[config.mk]
export PLATFORM = sky130hd
export DESIGN_NAME = osr_status_bank
export DESIGN_NICKNAME = d
export VERILOG_FILES = /design/src/osr_pkg.sv /design/src/osr_event_bit.sv /design/src/osr_init_timer.sv /design/src/osr_status_bank.sv
export VERILOG_INCLUDE_DIRS = /design/src /design/src/src
export SDC_FILE = /design/constraint.sdc
export NUM_CORES = 1
export LEC_CHECK = 0
export ABC_AREA = 1
export BUFFER_PORTS_ARGS = -buffer_cell sky130_fd_sc_hd__buf_2
export CELL_PAD_IN_SITES_DETAIL_PLACEMENT = 1
export CELL_PAD_IN_SITES_GLOBAL_PLACEMENT = 1
export CORE_MARGIN = 2
export CORE_UTILIZATION = 39
export CTS_CLUSTER_DIAMETER = 150
export DETAILED_ROUTE_END_ITERATION = 12
export HOLD_SLACK_MARGIN = 0.06
export PLACE_DENSITY = 0.95
export SLEW_MARGIN = 20
export SYNTH_ARGS = -nofsm -noshare
export SYNTH_HDL_FRONTEND = slang
export SYNTH_SLANG_ARGS = --single-unit
[constraint.sdc]
create_clock -name core_clk_i -period 2.71 [get_ports core_clk_i]
set_clock_uncertainty 0.05 [all_clocks]
set_input_delay 0.542 -clock core_clk_i [delete_from_list [all_inputs] [get_ports core_clk_i]]
set_output_delay 0.542 -clock core_clk_i [all_outputs]
set_load 0.03 [all_outputs]
[src/osr_params.svh]
// constants for the operation sub-status register bank
`ifndef OSR_PARAMS_SVH
`define OSR_PARAMS_SVH
`define OSR_REG_W        16
`define OSR_ACTIVE_BIT   1
`define OSR_NUM_SUB      6
`define OSR_SEL_CAL      3'h0
`define OSR_SEL_MEAS     3'h1
`define OSR_SEL_TRIG     3'h2
`define OSR_SEL_INIT     3'h3
`define OSR_SEL_BELOW    3'h4
`define OSR_SEL_ABOVE    3'h5
`define OSR_SUM_CAL      0
`define OSR_SUM_MEAS     4
`define OSR_SUM_TRIG     5
`define OSR_SUM_INIT     10
`define OSR_SUM_BELOW    11
`define OSR_SUM_ABOVE    12
`define OSR_PTR_RESET    6'h3F
`define OSR_NTR_RESET    6'h00
`define OSR_INIT_CYCLES  16'h0010
`endif

[src/osr_pkg.sv]
// types for the operation sub-status register bank
package osr_pkg;
  typedef enum logic [4:0] {
    OSR_ST_INIT = 5'b00001,
    OSR_ST_IDLE = 5'b00010,
    OSR_ST_WAIT = 5'b00100,
    OSR_ST_MEAS = 5'b01000,
    OSR_ST_CAL  = 5'b10000
  } osr_state_type;

  typedef struct packed {
    logic       rd;
    logic [2:0] sel;
    logic       event_view;
  } osr_query_type;

  typedef struct packed {
    logic [5:0] ptr;
    logic [5:0] ntr;
  } osr_filter_type;
endpackage

[src/osr_event_bit.sv]
// one filtered, read-clear event latch for a single condition
`timescale 1ns/1ps
`default_nettype none
`include "osr_params.svh"
module osr_event_bit (
  // clock and reset
  input  wire logic core_clk_i,
  input  wire logic rstn_i,
  // condition and filter
  input  wire logic cond_i,
  input  wire logic ptr_i,
  input  wire logic ntr_i,
  // readout
  input  wire logic clear_i,
  // state
  output var  logic event_o
);
  logic cond_reg;
  logic hit;

  // only edges that the filter lets through are recorded
  assign hit = (ptr_i & cond_i & ~cond_reg) | (ntr_i & ~cond_i & cond_reg);

  always_ff @(posedge core_clk_i or negedge rstn_i) begin
    if (!rstn_i) begin
      cond_reg <= 1'b0;
    end else begin
      cond_reg <= cond_i;
    end
  end

  // set wins over the clear of a readout
  always_ff @(posedge core_clk_i or negedge rstn_i) begin
    if (!rstn_i) begin
      event_o <= 1'b0;
    end else if (hit) begin
      event_o <= 1'b1;
    end else if (clear_i) begin
      event_o <= 1'b0;
    end
  end
endmodule
`default_nettype wire

[src/osr_init_timer.sv]
// counts out the initialization period after each start request
`timescale 1ns/1ps
`default_nettype none
`include "osr_params.svh"
module osr_init_timer #(
  parameter logic [15:0] INIT_CYCLES = `OSR_INIT_CYCLES
) (
  // clock and reset
  input  wire logic core_clk_i,
  input  wire logic rstn_i,
  // control
  input  wire logic start_i,
  // status
  output var  logic done_o
);
  logic [15:0] cnt_reg;

  always_ff @(posedge core_clk_i or negedge rstn_i) begin
    if (!rstn_i) begin
      cnt_reg <= 16'h0000;
      done_o  <= 1'b0;
    end else if (start_i) begin
      cnt_reg <= 16'h0000;
      done_o  <= 1'b0;
    end else if (cnt_reg == INIT_CYCLES - 16'h0001) begin
      done_o  <= 1'b1;
    end else if (!done_o) begin
      cnt_reg <= cnt_reg + 16'h0001;
    end
  end
endmodule
`default_nettype wire

[src/osr_status_bank.sv]
// operation sub-status condition and event views with the sensor state sequencer
`timescale 1ns/1ps
`default_nettype none
`include "osr_params.svh"
module osr_status_bank #(
  parameter logic [15:0] INIT_CYCLES = `OSR_INIT_CYCLES
) (
  // clock and reset
  input  wire logic                   core_clk_i,
  input  wire logic                   rstn_i,
  // sensor activity
  input  wire logic                   sensor_connect_i,
  input  wire logic                   default_restore_i,
  input  wire logic                   preset_restore_i,
  input  wire logic                   cal_start_i,
  input  wire logic                   cal_done_i,
  input  wire logic                   arm_i,
  input  wire logic                   trigger_i,
  input  wire logic                   meas_done_i,
  input  wire logic                   below_limit_i,
  input  wire logic                   above_limit_i,
  // transition filter configuration
  input  wire osr_pkg::osr_filter_type filter_i,
  // query port
  input  wire osr_pkg::osr_query_type  query_i,
  output logic [`OSR_REG_W-1:0]       rdata_o,
  output logic                        rvalid_o,
  // summaries for the parent operation register, and the sequencer state
  output logic [`OSR_REG_W-1:0]       oper_cond_o,
  output logic [`OSR_REG_W-1:0]       oper_event_o,
  output osr_pkg::osr_state_type      state_o
);
  osr_pkg::osr_state_type state_reg;
  osr_pkg::osr_state_type state_next;
  logic [5:0]             cond;
  logic [5:0]             events;
  logic [5:0]             clear;
  logic                   init_req;
  logic                   init_done;
  logic                   pwr_up_reg;
  logic [`OSR_REG_W-1:0]  rdata_next;
  osr_pkg::osr_filter_type filt;

  // filter settings come straight from the configuration port
  assign filt = filter_i;

  // power-up, connect and both restore commands begin initialization
  assign init_req = pwr_up_reg | sensor_connect_i | default_restore_i | preset_restore_i;

  always_ff @(posedge core_clk_i or negedge rstn_i) begin
    if (!rstn_i) begin
      pwr_up_reg <= 1'b1;
    end else begin
      pwr_up_reg <= 1'b0;
    end
  end

  osr_init_timer #(
    .INIT_CYCLES(INIT_CYCLES)
  ) u_init_timer (
    .core_clk_i(core_clk_i),
    .rstn_i    (rstn_i),
    .start_i   (init_req),
    .done_o    (init_done)
  );

  always_comb begin
    state_next = state_reg;
    if (init_req) begin
      state_next = osr_pkg::OSR_ST_INIT;
    end else begin
      unique case (state_reg)
        osr_pkg::OSR_ST_INIT: begin
          if (init_done) state_next = osr_pkg::OSR_ST_IDLE;
        end
        osr_pkg::OSR_ST_IDLE: begin
          if (cal_start_i) state_next = osr_pkg::OSR_ST_CAL;
          else if (arm_i) state_next = osr_pkg::OSR_ST_WAIT;
        end
        osr_pkg::OSR_ST_WAIT: begin
          if (trigger_i) state_next = osr_pkg::OSR_ST_MEAS;
        end
        osr_pkg::OSR_ST_MEAS: begin
          if (meas_done_i) state_next = osr_pkg::OSR_ST_IDLE;
        end
        osr_pkg::OSR_ST_CAL: begin
          if (cal_done_i) state_next = osr_pkg::OSR_ST_IDLE;
        end
        default: state_next = osr_pkg::OSR_ST_INIT;
      endcase
    end
  end

  always_ff @(posedge core_clk_i or negedge rstn_i) begin
    if (!rstn_i) begin
      state_reg <= osr_pkg::OSR_ST_INIT;
    end else begin
      state_reg <= state_next;
    end
  end

  // live conditions, indexed by register select
  assign cond[`OSR_SEL_CAL]   = (state_reg == osr_pkg::OSR_ST_CAL);
  assign cond[`OSR_SEL_MEAS]  = (state_reg == osr_pkg::OSR_ST_MEAS);
  assign cond[`OSR_SEL_TRIG]  = (state_reg == osr_pkg::OSR_ST_WAIT);
  assign cond[`OSR_SEL_INIT]  = (state_reg == osr_pkg::OSR_ST_INIT);
  assign cond[`OSR_SEL_BELOW] = below_limit_i;
  assign cond[`OSR_SEL_ABOVE] = above_limit_i;

  genvar gi;
  generate
    for (gi = 0; gi < `OSR_NUM_SUB; gi = gi + 1) begin : g_evt
      assign clear[gi] = query_i.rd & query_i.event_view & (query_i.sel == 3'(gi));
      osr_event_bit u_evt (
        .core_clk_i(core_clk_i),
        .rstn_i    (rstn_i),
        .cond_i    (cond[gi]),
        .ptr_i     (filt.ptr[gi]),
        .ntr_i     (filt.ntr[gi]),
        .clear_i   (clear[gi]),
        .event_o   (events[gi])
      );
    end
  endgenerate

  // only bit 1 is ever populated
  always_comb begin
    rdata_next = '0;
    if (query_i.sel < 3'(`OSR_NUM_SUB)) begin
      if (query_i.event_view) begin
        rdata_next[`OSR_ACTIVE_BIT] = events[query_i.sel];
      end else begin
        rdata_next[`OSR_ACTIVE_BIT] = cond[query_i.sel];
      end
    end
  end

  // readout captures the value before the clear lands
  always_ff @(posedge core_clk_i or negedge rstn_i) begin
    if (!rstn_i) begin
      rdata_o  <= 16'h0000;
      rvalid_o <= 1'b0;
    end else begin
      rvalid_o <= query_i.rd;
      if (query_i.rd) rdata_o <= rdata_next;
    end
  end

  // summaries into the parent operation register
  always_ff @(posedge core_clk_i or negedge rstn_i) begin
    if (!rstn_i) begin
      oper_cond_o  <= 16'h0000;
      oper_event_o <= 16'h0000;
    end else begin
      oper_cond_o  <= '0;
      oper_event_o <= '0;
      oper_cond_o[`OSR_SUM_CAL]    <= cond[`OSR_SEL_CAL];
      oper_cond_o[`OSR_SUM_MEAS]   <= cond[`OSR_SEL_MEAS];
      oper_cond_o[`OSR_SUM_TRIG]   <= cond[`OSR_SEL_TRIG];
      oper_cond_o[`OSR_SUM_INIT]   <= cond[`OSR_SEL_INIT];
      oper_cond_o[`OSR_SUM_BELOW]  <= cond[`OSR_SEL_BELOW];
      oper_cond_o[`OSR_SUM_ABOVE]  <= cond[`OSR_SEL_ABOVE];
      oper_event_o[`OSR_SUM_CAL]   <= events[`OSR_SEL_CAL];
      oper_event_o[`OSR_SUM_MEAS]  <= events[`OSR_SEL_MEAS];
      oper_event_o[`OSR_SUM_TRIG]  <= events[`OSR_SEL_TRIG];
      oper_event_o[`OSR_SUM_INIT]  <= events[`OSR_SEL_INIT];
      oper_event_o[`OSR_SUM_BELOW] <= events[`OSR_SEL_BELOW];
      oper_event_o[`OSR_SUM_ABOVE] <= events[`OSR_SEL_ABOVE];
    end
  end

  assign state_o = state_reg;
endmodule
`default_nettype wire

After elaboration in Yosys (flattened, before gate mapping)

Cells that the tools add are included.

Register bits after elaboration: 49
Logic and storage cells: 134
Input bits: 29
Output and inout port bits: 54

Bitwise gates (word level): 52
Eq/ne operators: 18
$lt $le $gt $ge: 2
Mux-type cells: 31
$add $sub $neg: 1
Reductions and logical operators: 10

Operators with widths:

| kind                                                                         | number |
|---|---|
| 16-bit 2-to-1 mux                                                            | 3 |
| 5-bit 2-to-1 mux                                                             | 7 |
| 1-bit bitwise AND                                                            | 31 |
| 5-bit case mux with 5 select lines                                           | 1 |
| 1-bit 2-to-1 mux                                                             | 18 |
| 16-bit by 1-bit adder with 16-bit output, second input constant              | 1 |
| 16-bit by 4-bit == test with 1-bit output, second input constant             | 1 |
| 2-bit nonzero test                                                           | 7 |
| 3-bit inequality test, second input constant                                 | 4 |
| 1-bit inverter                                                               | 12 |
| 1-bit bitwise OR                                                             | 9 |
| 1-bit binary-select mux with 3-bit select                                    | 2 |
| 3-bit by 2-bit == test with 1-bit output, second input constant              | 2 |
| 3-bit == test, second input constant                                         | 2 |
| 5-bit by 1-bit == test with 1-bit output, second input constant              | 1 |
| 5-bit by 2-bit == test with 1-bit output, second input constant              | 1 |
| 5-bit by 3-bit == test with 1-bit output, second input constant              | 1 |
| 5-bit by 4-bit == test with 1-bit output, second input constant              | 1 |
| 5-bit == test, second input constant                                         | 1 |
| 5-bit AND reduction                                                          | 1 |
| 3-bit by 4-bit less-than comparator with 1-bit output, second input constant | 1 |
| 2-bit inequality test, second input constant                                 | 2 |
| 4-bit inequality test, second input constant                                 | 1 |
| 3-bit by 1-bit == test with 1-bit output, second input constant              | 1 |
| 3 further kinds                                                              | 3 |

Logic depth before layout (Yosys ltp)

Depth in word-level cells: 6
Depth in mapped cells: 11
Mapped depth without buffers: 10

Modules after synthesis

A second synthesis with hierarchy kept.

Cells, all modules: 378
Area total of the unflattened synthesis: 2862.7 µm²

Modules (own cells, without submodules):

| module          | cells an instance | instances | sequential area each (µm²) | area an instance (µm²) |
|---|---|---|---|---|
| osr_status_bank | 165               | 1         | 503.0                      | 1292.5 |
| osr_init_timer  | 159               | 1         | 425.4                      | 1089.8 |
| osr_event_bit   | 9                 | 6         | 50.0                       | 80.1 |

Least setup slack after synthesis

OpenSTA, ideal clock, no wires.

Kind: input port to flip-flop
From: input sensor_connect_i
To: register state_reg[4] (netlist: state_o[4])
Buffers on the path: 1
Slack: 1.147 ns
Data arrival time: 1.447 ns
Stages on the path: 8
Setup time: 0.066 ns
Data required time: 2.594 ns
Cells stage by stage: nor2_1 nand3_1 buf_2 nor3_1 nor2_1 nand3_2 nand2_1 nand2_1

Longest elaborated chain between the ends: 5
Elaborated cells on any way between the ends: 10
Classes of those cells: eq/ne (5); mux (1); bitwise (3); reduce/logical (1)

RTL lines:

| what                                                                     | line                  | text |
|---|---|---|
| start: declaration                                                       | osr_status_bank.sv:12 | `input wire logic sensor_connect_i,` |
| 1-bit bitwise OR (*) (3 in series)                                       | osr_status_bank.sv:48 | `assign init_req = pwr_up_reg \| sensor_connect_i \| default_restore_i \| preset_restore_i;` |
| 4-bit inequality test (no line) or 3-bit inequality test (tied branches) | --                    |  |
| 5-bit AND reduction (no line)                                            | --                    |  |
| end signal: assignment                                                   | osr_status_bank.sv:96 | `state_reg <= osr_pkg::OSR_ST_INIT;` |
| end signal: assignment                                                   | osr_status_bank.sv:98 | `state_reg <= state_next;` |
| end: declaration                                                         | osr_status_bank.sv:33 | `osr_pkg::osr_state_type state_reg;` |

Every way passes the cells marked *; elsewhere a longest branch is shown, timed or not.
A chain may end at the register's enable or synchronous reset.

Worst setup path after layout

From: register u_init_timer.cnt_reg[0]
To: register u_init_timer.cnt_reg[3]

Longest elaborated chain between the ends: 4
Elaborated cells on any way between the ends: 7
Classes of those cells: add/sub (1); eq/ne (2); mux (3); reduce/logical (1)

RTL lines:

| what                                     | line                 | text |
|---|---|---|
| start: declaration                       | osr_init_timer.sv:16 | `logic [15:0] cnt_reg;` |
| start signal: assignment                 | osr_init_timer.sv:28 | `cnt_reg <= cnt_reg + 16'h0001;` |
| 16-bit by 1-bit adder with 16-bit output | osr_init_timer.sv:28 |  |
| 16-bit 2-to-1 mux                        | osr_init_timer.sv:27 | `end else if (!done_o) begin` |
| 16-bit 2-to-1 mux                        | osr_init_timer.sv:25 | `end else if (cnt_reg == INIT_CYCLES - 16'h0001) begin` |
| 16-bit 2-to-1 mux                        | osr_init_timer.sv:22 | `end else if (start_i) begin` |

Several ways; a longest one is shown, not always the timed one. The select of a mux whose other input is x is not followed.

==> results.json <==
{
  "p_switching_mw": 0.398,
  "finalSetupViolations": 0,
  "rsz0062_at_grt": "no",
  "wl_per_cell_um": 13.9,
  "yosys_warnings": 0,
  "top_usage_layer": "met2",
  "nets": 431,
  "areaGrowthSynthToFinish_pct": 9.73,
  "seq_area_um2": 1080,
  "crit_fanout": 13,
  "grt_pass1_wl_um": 11100,
  "rows": 30,
  "drive_gt1_share_pct": 16.9,
  "synth_edf_count": 0,
  "ys_types": 26,
  "hpwl_um": 5250,
  "vias": 2394,
  "initial_core_util_pct": 39.8,
  "use_met1_pct": 23.4,
  "die_h_um": 86.6,
  "p_int_mw": 1.01,
  "muxShareOfSynthArea_pct": 0,
  "grt_pass1_vias": 2412,
  "clock_latency_ns": 0.30,
  "status": "finished, final reports clean",
  "grt_use_total_pct": 18.4,
  "synth-seq-cells": 43,
  "cpPeakStageDelay_ns": 0.45,
  "crit_type": "flip-flop to flip-flop",
  "comb_power_share_pct": 13.9,
  "total_power_mw": 1.40,
  "io_pins": 83,
  "startpoint_type": "flip-flop",
  "place_inst": 474,
  "required_ns": 2.83,
  "port_buffers": 47,
  "clk_pin_slew_ns": 0.09,
  "seq_area_frac_synth_pct": 40.5,
  "stdcell_count": 482,
  "htreeDepth": 2,
  "crit_family": "simple AND/OR/NAND/NOR gates",
  "synthesis.instances": 355,
  "yosysTopAreaCell": "dfrtp_1",
  "root_buffer": "clkbuf_8",
  "synth_xor_area_share_pct": 1.65,
  "avgSynthCellArea_um2": 7.50,
  "post_cts_buffers": 0,
  "cpMaxStageDelayCell": "dfrtp_1",
  "grt_max_degree": 44,
  "postRouteAntennaNets": 0,
  "power_leakage_nw": 1.45,
  "dr.pass1.iters": 4,
  "clock_path_buffers": 2,
  "power.density_nw_per_um2": 481,
  "cts_tree": "done",
  "core_um2": 6680,
  "r2r_slack_ns": 0.74,
  "drt_iter0_drc": 104,
  "power_frac_seq_pct": 48.3,
  "synth-simple-area-share_pct": 31.0,
  "use_met3_pct": 3.24,
  "slew_headroom_pct": 63.0,
  "synth_area_leaders": "dfrtp_1, buf_4, nand2_1, nand3_1, inv_1",
  "synthAdderAreaFrac_pct": 0.470,
  "antenna_found_initial": 0,
  "maxCapViolations": 0,
  "swShare_pct": 28.3,
  "drc": 0,
  "worst_pin_slew_ns": 0.553,
  "grt_overflow": 0,
  "hold_class": "input port to async pin",
  "layout_min_cycle_time_ns": 1.97,
  "place_congestion": 0.878,
  "vias_per_cell": 4.97,
  "rr_worst_depth": 10,
  "grt_use_met2_pct": 33.0,
  "hold_viol_final": 0,
  "max_freq_ghz": 0.508,
  "cts_hold_buf": 0,
  "ctsResizeCount": 0,
  "ys.flop_type": "dfrtp_1",
  "yosys-top-cells-count": "nand2_1, inv_1, buf_4, dfrtp_1, nor2_1",
  "multiInputGateArea_um2": 1200,
  "cts_sinks": 43,
  "syn_area_um2": 2660,
  "async_flop_share_pct": 100,
  "crit_top_cell": "nand2_1",
  "fillers": 878,
  "routed_wl_um": 6710,
  "drv_slew": 0,
  "peakVddDrop_mv": 0.186,
  "synth_compound_area_share_pct": 6.96,
  "fp.dieArea_um2": 7500,
  "die_x_um": 86.6,
  "cts_buffers": 5,
  "yosysMostFrequentCell": "nand2_1",
  "rr_endpoint": "u_init_timer.cnt_reg[3]",
  "path_cells": "ha_1 > nand2_2 > clkinv_1 > nand3_2 > nor2_2 > nand2_2 > nand2_1 > nand2_1 > nand2_1 > o21ai_1",
  "synth_top_family_by_area": "simple AND/OR/NAND/NOR gates",
  "cp-end-kind": "flip-flop",
  "r2r_start": "u_init_timer.cnt_reg[0]",
  "antenna_cells": 0,
  "setup-tns-final_ns": 0,
  "power_frac_clock_pct": 37.8,
  "min_period_over_period_pct": 72.6,
  "critPathBufInv": 1,
  "yosysTopAreaCellShare_pct": 38.6,
  "largest_register_ffs": 16,
  "critical_path_arrival_ns": 2.09
}
-- routing by layer --
layer,share of wire (%),vias to the layer above
met5,0,-
met4,0.81,0
met3,4.1,4
met2,52,67
met1,43,1163
li1,-,1160
-- worst max path at each step --
stage                                  from                       to  slack, ns  cells after the start
finish              u_init_timer.cnt_reg[0]  u_init_timer.cnt_reg[3]       0.74                     10
floorplan                  sensor_connect_i               state_o[4]       1.15                      8
detailed placement         sensor_connect_i  u_init_timer.cnt_reg[2]       0.62                      7
global route        u_init_timer.cnt_reg[0]  u_init_timer.cnt_reg[3]       0.55                     10
CTS                 u_init_timer.cnt_reg[0]  u_init_timer.cnt_reg[3]       0.74                     10
global placement           sensor_connect_i  u_init_timer.cnt_reg[7]       0.74                      7
-- power by group through the flow --
stage          Combinational (mW)  Sequential, mW  Clock [mW]
5_1_grt                     0.215           0.680       0.569
3_5_place_dp                0.196           0.691           0
3_3_place_gp                0.191           0.689           0
2_1_floorplan               0.149           0.711           0
6_report                    0.195           0.678       0.531
4_1_cts                     0.196           0.679       0.541
-- cells in the final DEF (no fill, tap or decap), drive strengths merged --
| cell | Yosys | final |
|---|---|---|
| a21oi | 5 | 5 |
| buf | 45 | 49 |
| bufinv | 0 | 1 |
| clkbuf | 0 | 6 |
| clkinv | 1 | 2 |
| conb | 1 | 36 |
| dfrtp | 41 | 41 |
| dfstp | 2 | 2 |
| ha | 1 | 1 |
| inv | 45 | 45 |
| nand2 | 74 | 74 |
| nand3 | 36 | 36 |
| nand3b | 2 | 2 |
| nand4 | 17 | 17 |
| nor2 | 43 | 43 |
| nor3 | 11 | 11 |
| o211ai | 3 | 3 |
| o21ai | 20 | 20 |
| o221ai | 3 | 3 |
| xor2 | 5 | 5 |
-- cell families (layout without fill, tap and decap cells) --
family                   count (synthesis)  after routing
other                                    1             36
buffers and inverters                   91            103
adder cells (fa/ha/maj)                  1              1
AND/OR/NAND/NOR                        183            183
XOR/XNOR                                 5              5
flip-flops                              43             43
AO/OA/AOI/OAI                           31             31
-- final cells by class --
cell class | count | area share (%)
Inverter | 46 | 5.91
Multi-Input combinational cell | 256 | 41.1
Tap cell | 80 | 3.43
Clock buffer | 6 | 2.83
Timing Repair Buffer | 49 | 8.57
Sequential cell | 43 | 36.9
Clock inverter | 2 | 1.20
-- worst reg2reg max path, delay by kind of cell, from the launching register on --
kind / cells / cell delay [ns]
buf+inv: 1 / 0.07
compound gates: 1 / 0.08
fa+ha+maj: 1 / 0.26
flops: 1 / 0.45
simple gates: 7 / 0.93
-- through the flow --
stage	instance area [µm²]	hold slack (ns)	util (%)	setup WS, ns
floorplan	2790	0.196	-	1.15
global placement	2800	0.311	41.9	0.744
detailed placement	2800	0.319	41.9	0.618
CTS	2920	0.290	43.7	0.740
global route	2920	0.313	43.7	0.555
finish	2920	0.264	43.7	0.743
No activity file was read; power rests on OpenSTA's default activity.
